**src/tx_cmd_regs.svh**
```systemverilog
// Offsets, field positions, reset values and alignment codes for the command A decoder
`ifndef TX_CMD_REGS_SVH
`define TX_CMD_REGS_SVH

// ********************************
// Register map
// ********************************
`define STATUS_ADDR 4'h0
`define MASK_ADDR 4'h4
`define STATUS_RESET 32'h0000_0000
`define MASK_RESET 32'h0000_0000
`define LOADED_BIT 0

// ********************************
// Command word A fields
// ********************************
`define CMDA_COMPLETION_BIT 31
`define CMDA_ALIGN_HI 25
`define CMDA_ALIGN_LO 24
`define CMDA_OFFSET_HI 20
`define CMDA_OFFSET_LO 16
`define CMDA_SIZE_HI 10
`define CMDA_SIZE_LO 0

// ********************************
// Alignment codes
// ********************************
`define ALIGN_4 2'h0
`define ALIGN_16 2'h1
`define ALIGN_32 2'h2
`define ALIGN_RSVD 2'h3

`endif

```
**src/tx_cmd_pkg.sv**
```systemverilog
// Types shared by the command A decoder
package tx_cmd_pkg;

  typedef enum logic [1:0] {ST_CMD_A, ST_CMD_B, ST_DATA} dec_state_t;

  typedef struct packed {
    logic completion;
    logic [1:0] align;
    logic [4:0] offset;
    logic [10:0] size;
  } cmd_a_t;

  typedef struct packed {
    logic [31:0] data;
    logic [3:0] byte_en;
    logic last;
  } out_word_t;

endpackage : tx_cmd_pkg

```
**src/tx_command_a_decoder.sv**
```systemverilog
// Decoder of command word A: offset skipping, padding removal and the buffer loaded flag
//
// The register addresses and the address-and-strobe port were decided locally.
`timescale 1ns/1ps
`include "tx_cmd_regs.svh"
module tx_command_a_decoder
(
  input wire logic clock,
  input wire logic rst,
  input wire logic hw_valid,
  input wire logic [15:0] hw_data,
  input wire logic [3:0] reg_addr,
  input wire logic [31:0] reg_wdata,
  input wire logic reg_wr,
  input wire logic reg_rd,
  output logic [31:0] reg_rdata,
  output logic out_valid,
  output tx_cmd_pkg::out_word_t out_word,
  output logic irq
);
  import tx_cmd_pkg::*;

  logic word_valid;
  logic [31:0] word_data;
  dec_state_t state;
  cmd_a_t cmd;
  logic [10:0] word_cnt;
  logic [11:0] end_byte;
  logic [10:0] data_words;
  logic [10:0] total_words;
  logic [3:0] lane_en;
  logic buffer_done;
  logic [31:0] status;
  logic [31:0] mask;

  halfword_packer packer
  (
    .clock(clock),
    .rst(rst),
    .hw_valid(hw_valid),
    .hw_data(hw_data),
    .word_valid(word_valid),
    .word_data(word_data)
  );

  // ********************************
  // Buffer geometry
  // ********************************
  always_comb
  begin
    end_byte = {7'h00, cmd.offset} + {1'b0, cmd.size};
    data_words = end_byte[12-1:2] + {10'h000, |end_byte[1:0]};
    // Reserved code falls back to word alignment so the stream never locks up
    case (cmd.align)
      `ALIGN_16: total_words = (data_words + 11'h003) & 11'h7fc;
      `ALIGN_32: total_words = (data_words + 11'h007) & 11'h7f8;
      default: total_words = data_words;
    endcase
  end

  always_comb
  begin
    logic [12:0] pos;
    pos = 13'h0000;
    for (int k = 0; k < 4; k++)
    begin
      pos = {word_cnt, 2'b00} + 13'(k);
      lane_en[k] = (pos >= {8'h00, cmd.offset}) && (pos < {1'b0, end_byte});
    end
  end

  always_comb
  begin
    buffer_done = 1'b0;
    if (word_valid && state == ST_DATA && word_cnt == total_words - 11'h001)
      buffer_done = 1'b1;
    if (word_valid && state == ST_CMD_B && total_words == 11'h000)
      buffer_done = 1'b1;
  end

  // ********************************
  // Sequencer
  // ********************************
  always_ff @(posedge clock)
  begin
    if (rst)
    begin
      state <= ST_CMD_A;
      cmd <= '0;
      word_cnt <= 11'h000;
    end
    else if (word_valid)
    begin
      case (state)
        ST_CMD_A:
        begin
          cmd.completion <= word_data[`CMDA_COMPLETION_BIT];
          cmd.align <= word_data[`CMDA_ALIGN_HI:`CMDA_ALIGN_LO];
          cmd.offset <= word_data[`CMDA_OFFSET_HI:`CMDA_OFFSET_LO];
          cmd.size <= word_data[`CMDA_SIZE_HI:`CMDA_SIZE_LO];
          state <= ST_CMD_B;
        end
        ST_CMD_B:
        begin
          // Command B is consumed here; payload starts with the next word
          word_cnt <= 11'h000;
          state <= (total_words == 11'h000) ? ST_CMD_A : ST_DATA;
        end
        ST_DATA:
        begin
          word_cnt <= word_cnt + 11'h001;
          if (buffer_done)
            state <= ST_CMD_A;
        end
        default: state <= ST_CMD_A;
      endcase
    end
  end

  // ********************************
  // Output stream
  // ********************************
  always_ff @(posedge clock)
  begin
    if (rst)
    begin
      out_valid <= 1'b0;
      out_word <= '0;
    end
    else
    begin
      // Leading skipped words and trailing padding yield no lane and are dropped
      out_valid <= word_valid && state == ST_DATA && word_cnt < data_words && (|lane_en);
      out_word.data <= word_data;
      out_word.byte_en <= lane_en;
      out_word.last <= word_cnt == data_words - 11'h001;
    end
  end

  // ********************************
  // Status, mask and interrupt
  // ********************************
  always_ff @(posedge clock)
  begin
    if (rst)
      status <= `STATUS_RESET;
    else
    begin
      // A new event beats a clearing read in the same cycle
      if (reg_rd && reg_addr == `STATUS_ADDR)
        status <= `STATUS_RESET;
      if (buffer_done && cmd.completion)
        status[`LOADED_BIT] <= 1'b1;
    end
  end

  always_ff @(posedge clock)
  begin
    if (rst)
      mask <= `MASK_RESET;
    else if (reg_wr && reg_addr == `MASK_ADDR)
      mask <= {31'h0000_0000, reg_wdata[`LOADED_BIT]};
  end

  always_ff @(posedge clock)
  begin
    if (rst)
      irq <= 1'b0;
    else
      irq <= |(status & mask);
  end

  always_ff @(posedge clock)
  begin
    if (rst)
      reg_rdata <= 32'h0000_0000;
    else if (reg_rd)
    begin
      case (reg_addr)
        `STATUS_ADDR: reg_rdata <= status;
        `MASK_ADDR: reg_rdata <= mask;
        default: reg_rdata <= 32'h0000_0000;
      endcase
    end
    else
      reg_rdata <= 32'h0000_0000;
  end

  // ********************************
  // Checks
  // ********************************
  AST_FLAG_SET: assert property (@(posedge clock) disable iff (rst)
    buffer_done && cmd.completion |=> status[`LOADED_BIT])
    else $error("buffer loaded flag not raised");

  AST_FLAG_QUIET: assert property (@(posedge clock) disable iff (rst)
    !status[`LOADED_BIT] && !(buffer_done && cmd.completion) |=> !status[`LOADED_BIT])
    else $error("buffer loaded flag raised without cause");

  AST_IRQ_ROUTE: assert property (@(posedge clock) disable iff (rst)
    status[`LOADED_BIT] && mask[`LOADED_BIT] ##1 status[`LOADED_BIT] |-> irq)
    else $error("masked-in flag did not reach interrupt");

  AST_PAD_DROP: assert property (@(posedge clock) disable iff (rst)
    word_valid && state == ST_DATA && word_cnt >= data_words |=> !out_valid)
    else $error("padding word passed on");

  AST_ALIGN_16: assert property (@(posedge clock) disable iff (rst)
    buffer_done && state == ST_DATA && cmd.align == `ALIGN_16 |-> word_cnt[1:0] == 2'h3)
    else $error("16-byte alignment wrong");

  AST_ALIGN_32: assert property (@(posedge clock) disable iff (rst)
    buffer_done && state == ST_DATA && cmd.align == `ALIGN_32 |-> word_cnt[2:0] == 3'h7)
    else $error("32-byte alignment wrong");

  AST_SKIP_WORDS: assert property (@(posedge clock) disable iff (rst)
    word_valid && state == ST_DATA && word_cnt < {8'h00, cmd.offset[4:2]} |=> !out_valid)
    else $error("skipped word passed on");

  AST_FIRST_LANE: assert property (@(posedge clock) disable iff (rst)
    word_valid && state == ST_DATA && cmd.size != 11'h000 && word_cnt == {8'h00, cmd.offset[4:2]}
    |=> out_valid && out_word.byte_en[$past(cmd.offset[1:0])]
        && (out_word.byte_en & ((4'h1 << $past(cmd.offset[1:0])) - 4'h1)) == 4'h0)
    else $error("first byte lane wrong");

  AST_PAYLOAD_START: assert property (@(posedge clock) disable iff (rst)
    word_valid && state == ST_CMD_B |=> word_cnt == 11'h000 && !out_valid)
    else $error("payload did not start at third word");

endmodule : tx_command_a_decoder

```
**src/halfword_packer.sv**
```systemverilog
// Pairs 16-bit host writes into 32-bit words, low half first
`timescale 1ns/1ps
module halfword_packer
(
  input wire logic clock,
  input wire logic rst,
  input wire logic hw_valid,
  input wire logic [15:0] hw_data,
  output logic word_valid,
  output logic [31:0] word_data
);

  logic high_phase;
  logic [15:0] low_half;

  // ********************************
  // Pairing
  // ********************************
  always_ff @(posedge clock)
  begin
    if (rst)
    begin
      high_phase <= 1'b0;
      low_half <= 16'h0000;
    end
    else if (hw_valid)
    begin
      high_phase <= ~high_phase;
      if (!high_phase)
        low_half <= hw_data;
    end
  end

  always_ff @(posedge clock)
  begin
    if (rst)
    begin
      word_valid <= 1'b0;
      word_data <= 32'h0000_0000;
    end
    else
    begin
      word_valid <= hw_valid && high_phase;
      if (hw_valid && high_phase)
        word_data <= {hw_data, low_half};
    end
  end

endmodule : halfword_packer

```
**config.mk**
```make
export PLATFORM = sky130hd
export DESIGN_NAME = tx_command_a_decoder
export DESIGN_NICKNAME = d
export VERILOG_FILES = /design/src/tx_cmd_pkg.sv /design/src/tx_command_a_decoder.sv /design/src/halfword_packer.sv
export VERILOG_INCLUDE_DIRS = /design/src
export SDC_FILE = /design/constraint.sdc
export NUM_CORES = 1
export LEC_CHECK = 0
export BUFFER_PORTS_ARGS = -buffer_cell sky130_fd_sc_hd__buf_2
export CORE_UTILIZATION = 55
export CTS_CLUSTER_DIAMETER = 200
export DETAILED_ROUTE_END_ITERATION = 6
export PLACE_DENSITY = 0.79
export SKIP_LAST_GASP = 1
export SLEW_MARGIN = 15
export SYNTH_ARGS = -nofsm -noshare
export SYNTH_HDL_FRONTEND = slang
export SYNTH_SLANG_ARGS = --single-unit
export TNS_END_PERCENT = 30
```
**constraint.sdc**
```tcl
create_clock -name clock -period 9.8 [get_ports clock]
set_input_delay 2.94 -clock clock [delete_from_list [all_inputs] [get_ports clock]]
set_output_delay 2.94 -clock clock [all_outputs]
set_load 0.02 [all_outputs]
```
# == Word-level counts from Yosys, hierarchy flattened ==
# Index checks and enable logic that the tools add are counted.
# word_totals
ff_bits,155
inputBits,57
out_inout_bits,71
wordCells,85
# classes
addsub,10
magnitude_cmp,9
eq_ne,8
n_mux,10
bitwise_logic,3
reduce_logical,27
# ops
operator,n
>= comparator 13 x 5 -> 1 bit,4
< comparator 13 x 12 -> 1 bit,4
one-hot mux 11 bit (2 select lines),2
OR reduction 32 bit,1
adder 13 x 2 -> 13 bit (second input constant),2
== test 11 bit,2
subtractor 11 x 1 -> 11 bit (second input constant),2
logical AND 1 bit,14
adder 13 x 1 -> 13 bit (second input constant),1
adder 5 x 11 -> 12 bit,1
adder 10 x 1 -> 11 bit,1
adder 11 x 1 -> 11 bit (second input constant),1
adder 11 x 2 -> 11 bit (second input constant),1
adder 11 x 3 -> 11 bit (second input constant),1
zero test 11 bit,1
< comparator 11 bit,1
AND reduction 2 bit,4
one-hot mux 2 bit (3 select lines),1
== test 2 x 1 -> 1 bit (second input constant),2
== test 2 bit (second input constant),2
== test 4 x 3 -> 1 bit (second input constant),1
zero test 4 bit,1
two-way mux 1 bit,4
two-way mux 2 bit,2
other kinds (8),11

# == Longest topological paths before layout ==
# logic_depth
depth_word,12
mapped_depth,23
ltp_nobuf,21

# == By module ==
# From an unflattened synthesis, not the netlist that was laid out.
# unflattened
hier_cells,884
hier_area_um2,7636.1
# by_module_without_submodules
module,instances,cells_per_inst,area_per_inst_um2,seq_area_each_um2
tx_command_a_decoder,1,703,5615.4,1481.4
halfword_packer,1,181,2020.7,1001.0

# == Worst setup path after synthesis ==
# OpenSTA, ideal clock, no wires.
# synth_path
kind,register to register
start,register cmd[11] (netlist name)
end,register state[0]
setup_ns,0.072
t_arrival_ns,5.226
required_ns,9.728
path_slack_ns,4.502
path_stages_with_launch,20
path_buffers,1
synth_period_minus_slack_ns,5.298
path_cell_list,dfxtp_1 -> ha_1 -> fa_1 -> or2_2 -> ha_1 -> ha_1 -> xnor2_1 -> and3_1 -> or2_1 -> clkbuf_1 -> or4_4 -> a221oi_2 -> mux2i_2 -> or3_4 -> or3_1 -> or3_1 -> a221oi_2 -> o2111ai_2 -> a31oi_4 -> mux2i_1
# synth_via
elab_chain_cells,12
elab_cells_between_ends,15
cone_classes,5 x add/sub; 2 x eq/ne; 3 x mux; 5 x reduce/logical
# synth_lines
item,line,source
"start, declared",tx_command_a_decoder.sv:26,cmd_a_t cmd;
adder 5 x 11 -> 12 bit (*),tx_command_a_decoder.sv:51,"end_byte = {7'h00, cmd.offset} + {1'b0, cmd.size};"
OR reduction 2 bit,tx_command_a_decoder.sv:52,"data_words = end_byte[12-1:2] + {10'h000, |end_byte[1:0]};"
adder 10 x 1 -> 11 bit (*),tx_command_a_decoder.sv:52,
adder 11 x 2 -> 11 bit or adder 11 x 3 -> 11 bit (tied branches),"tx_command_a_decoder.sv:55, tx_command_a_decoder.sv:56",
one-hot mux 11 bit (2 select lines) (*),tx_command_a_decoder.sv:54,case (cmd.align)
subtractor 11 x 1 -> 11 bit,tx_command_a_decoder.sv:75,if (word_valid && state == ST_DATA && word_cnt == total_words - 11'h001)
== test 11 bit,tx_command_a_decoder.sv:75,
logical AND 1 bit,tx_command_a_decoder.sv:75,
two-way mux 1 bit,tx_command_a_decoder.sv:75,
two-way mux 1 bit (*),tx_command_a_decoder.sv:77,if (word_valid && state == ST_CMD_B && total_words == 11'h000)
inequality test 2 bit (no line) (*),-,
AND reduction 2 bit (no line) (*),-,
"end signal, assigned",tx_command_a_decoder.sv:107,state <= (total_words == 11'h000) ? ST_CMD_A : ST_DATA;
"end, declared",tx_command_a_decoder.sv:25,dec_state_t state;
# Mark *: on every way between the ends. The rest lies on a longest branch, timed or not.
# A chain may end at the register's enable or synchronous reset.

# == Worst setup path after layout ==
# Same ends and word-level chain as after synthesis.

==> impl_metrics.tcl <==
set metrics [dict create \
    result_of_the_run "finished clean" \
    path_clk_slew_ps 50 \
    grt_antenna_before_repair 0 \
    post_detailed_placement_cell_area_um2 7090 \
    grt_util_all_layers 0.257 \
    stdcell_area_um2 7650 \
    first_global_vias 5423 \
    worst_slew_pin_tran_ps 1040 \
    utilization 0.634 \
    die_width_um 113 \
    final_min_period_over_clock_period 0.628 \
    crit_path_start_kind "register" \
    grt_max_degree 57 \
    hp-class "register to register" \
    post_cts.repair.setup_buffers 0 \
    power-per-cell-area_nw_per_um2 153 \
    clkSinkCount 124 \
    hold_viol 0 \
    initialDrtViolationCount 371 \
    number_of_buffers_added_by_the_clock_tree_synthesis_step 17 \
    count_of_flip_flops_with_a_built_in_enable_after_synthesis 0 \
    placement_row_count 40 \
    postSynth.asyncResetShare 0 \
    fraction_of_final_layout_cells_sized_beyond_drive_strength_1 0.156 \
    rel_slew_slack 0.308 \
    cts_root_buffer "sky130_fd_sc_hd__clkbuf_16" \
    power.leakage_nw 3.20 \
    synth_flop_cell "sky130_fd_sc_hd__dfxtp_1" \
    post_synth_instance_area_um2 6830 \
    final_antenna_diode_count 0 \
    clock_tree_from_tritoncts "done" \
    hold_buffers 0 \
    design.die.area_um2 12900 \
    cpMaxStageDelayCell "sky130_fd_sc_hd__nor3_1" \
    detail_route.drc_violations 0 \
    yosys.area.top_type_share 0.364 \
    synth.yosys.warnings 0 \
    vdd.ir_drop.worst_v 0.000157 \
    wire_length_of_the_first_global_routing_pass_mm 26.3 \
    wirelength_mm 16.0 \
    synth.yosys.seq_area_share 0.364 \
    worst_clock_skew_on_the_final_layout_ps 8.10 \
    total_via_count_after_detailed_routing 5776 \
    yosys.area.top_type "sky130_fd_sc_hd__dfxtp_1" \
    maxClockFrequency_mhz 163 \
    synthCells 801 \
    place.port_buffers 65 \
    worst-r2r-cell-count 19 \
    reg2reg_setup_slack_ps 3650 \
    critical_path.endpoint_type "register" \
    arrival_ps 6490 \
    avgRoutedWirePerCell_um 15.7 \
    timing.critical_path.mode_cell "sky130_fd_sc_hd__ha_1" \
    place_ws_ps 3770 \
    num-nets-final 943 \
    setup_ws_ps 3650 \
    synthTopCellsByCount "sky130_fd_sc_hd__dfxtp_1 (124), sky130_fd_sc_hd__nand2_1 (106), sky130_fd_sc_hd__a21oi_1 (64)" \
    die_h_um 113 \
    setup_viol_count_final 0 \
    critical_path_type "register to register" \
    cts_htree_levels 4 \
    timing.critical_path.required_ps 10140 \
    post_cts_resize_count 0 \
    floorplan.initialDensity 0.566 \
    syn_to_final_growth_pct 12.0 \
    post_layout_min_period_ps 6150 \
    clock_latency_of_the_later_clocked_register_in_the_worst_skew_pair_ps 410 \
    drt.antenna.violating_nets 0 \
    postSynthAreaPerCell_um2 8.53 \
    gp_routability_congestion 0.930 \
    route.detailed.vias_per_inst 5.65 \
    timing.critical_path.cells "ha_1 -> fa_1 -> or2_2 -> ha_1 -> ha_1 -> xnor2_1 -> and3_1 -> or2_1 -> nand2_1 -> or3b_1 -> a221oi_2 -> mux2i_2 -> or3_4 -> or3_1 -> nor3_1 -> xnor2_1 -> o2111ai_2 -> a31oi_4 -> mux2i_1" \
    leading_cell_type_by_number_of_instances_after_synthesis "sky130_fd_sc_hd__dfxtp_1" \
    rsz_0062_raised_after_global_routing "false" \
    max-clock-path-buffers 2 \
    pin_count 128 \
    globalRouteOverflowTotal 0 \
    cpPeakStageDelay_ps 660 \
    path_max_fanout 14 \
    hold_depth 2 \
    synth.distinct_cells 77 \
    first_pass_iters 5 \
    synth_top_cells_by_area "sky130_fd_sc_hd__dfxtp_1 (36%), sky130_fd_sc_hd__ha_1 (7.5%), sky130_fd_sc_hd__nand2_1 (5.8%)" \
    max_cap_viol_count 0 \
    fin_worst_hold_slack_ps 452 \
    synth.ff_latch_count 124 \
    core_area_um2 12100 \
    timing_max_transition_violations_final 0 \
    detailed_placement_hpwl_mm 11.2 \
    fin_setup_tns_ps 0 \
]
## path summary, 6_finish.rpt
| kind | from | to |
|---|---|---|
| worst max register to register | cmd[11] | state[0] |
| worst min register to register | mask[0] | irq |
| worst min-delay path | mask[0] | irq |
| worst max-delay path | cmd[11] | state[0] |
## state kept, by name, indices dropped and copies added, names as in the netlist
| name | count |
|---|---|
| status | 1 |
| reg_rdata | 1 |
| packer.high_phase | 1 |
| out_valid | 1 |
| mask | 1 |
| out_word | 37 |
| packer.word_valid | 1 |
| state | 2 |
| packer.word_data | 32 |
| irq | 1 |
| cmd | 19 |
| word_cnt | 11 |
| packer.low_half | 16 |
## power by group
part           internal (W)  total [W]  switching (W)
clock network      0.000370   0.000589       0.000219
registers          0.000515   0.000521     0.00000634
logic             0.0000188  0.0000630      0.0000443
## layer usage
layer | wire length [um] | track usage | vias to the layer above
li1 | - | - | 2817
met1 | 7060 | 0.322 | 2764
met2 | 7780 | 0.430 | 169
met3 | 914 | 0.0606 | 26
met4 | 299 | 0.0965 | 0
met5 | 0 | 0 | -
## per-stage QoR
stage	std cells	power, W
4_1_cts	1023	0.00118
6_report	1023	0.00117
3_3_place_gp	993	0.000592
2_1_floorplan	831	0.000585
5_1_grt	1023	0.00121
3_5_place_dp	993	0.000593
## kinds of logic (layout without fill, tap and decap cells)
family | count (synthesis) | after routing | synth area share
buffers and inverters | 102 | 126 | 0.0762
adder cells (fa/ha/maj) | 42 | 42 | 0.0781
multiplexers | 7 | 7 | 0.0108
other | 2 | 32 | 0.00110
flip-flops | 124 | 124 | 0.364
AO/OA/AOI/OAI | 174 | 174 | 0.179
AND/OR/NAND/NOR | 301 | 301 | 0.224
XOR/XNOR | 49 | 49 | 0.0672
## placed cells by master (no fill, tap or decap), types with 3 or more instances in the layout
| cell | netlist | final |
|---|---|---|
| sky130_fd_sc_hd__dfxtp_1 | 124 | 124 |
| sky130_fd_sc_hd__nand2_1 | 106 | 106 |
| sky130_fd_sc_hd__buf_2 | 5 | 65 |
| sky130_fd_sc_hd__a21oi_1 | 64 | 63 |
| sky130_fd_sc_hd__nor2_1 | 44 | 43 |
| sky130_fd_sc_hd__ha_1 | 41 | 41 |
| sky130_fd_sc_hd__nor2b_1 | 39 | 38 |
| sky130_fd_sc_hd__a22o_1 | 32 | 32 |
| sky130_fd_sc_hd__conb_1 | 2 | 32 |
| sky130_fd_sc_hd__inv_1 | 28 | 28 |
| sky130_fd_sc_hd__xnor2_1 | 26 | 26 |
| sky130_fd_sc_hd__nand3_1 | 22 | 22 |
| sky130_fd_sc_hd__xor2_1 | 19 | 19 |
| sky130_fd_sc_hd__clkbuf_16 | 0 | 17 |
| sky130_fd_sc_hd__a31oi_1 | 14 | 14 |
| sky130_fd_sc_hd__nor3_1 | 14 | 14 |
| sky130_fd_sc_hd__nand2b_1 | 13 | 13 |
| sky130_fd_sc_hd__o21ai_0 | 10 | 10 |
| sky130_fd_sc_hd__a21o_1 | 8 | 8 |
| sky130_fd_sc_hd__and3_1 | 8 | 8 |
| sky130_fd_sc_hd__nand4_1 | 8 | 8 |
| sky130_fd_sc_hd__nor4_1 | 8 | 8 |
| sky130_fd_sc_hd__or3_1 | 6 | 6 |
| sky130_fd_sc_hd__mux2i_1 | 6 | 6 |
| sky130_fd_sc_hd__and2_1 | 5 | 5 |
| sky130_fd_sc_hd__or2_2 | 4 | 4 |
| sky130_fd_sc_hd__a21oi_2 | 3 | 4 |
| sky130_fd_sc_hd__o21bai_1 | 4 | 4 |
| sky130_fd_sc_hd__clkinv_2 | 0 | 4 |
| sky130_fd_sc_hd__nand3_2 | 3 | 3 |
| sky130_fd_sc_hd__a211oi_1 | 3 | 3 |
| sky130_fd_sc_hd__o21a_1 | 3 | 3 |
| sky130_fd_sc_hd__o211ai_1 | 3 | 3 |
| sky130_fd_sc_hd__o2bb2ai_1 | 3 | 3 |
| sky130_fd_sc_hd__o22ai_1 | 3 | 3 |
| sky130_fd_sc_hd__buf_4 | 33 | 3 |
## final cells by class
class | count | area [um^2]
inverter | 28 | 105
timing repair buffer | 68 | 348
tap | 168 | 210
multi-input combinational | 605 | 3950
fill | 1001 | 4410
sequential | 124 | 2480
clock buffer | 19 | 433
clock inverter | 11 | 121
## worst max-delay path: cells and delay by family (launching register included)
kind                     cells  cell delay [ps]
AO/OA/AOI/OAI                3              810
AND/OR/NAND/NOR              8             2940
flip-flops                   1              410
XOR/XNOR                     2              350
multiplexers                 2              360
adder cells (fa/ha/maj)      4             1190
No activity file was read; power rests on OpenSTA's default activity.
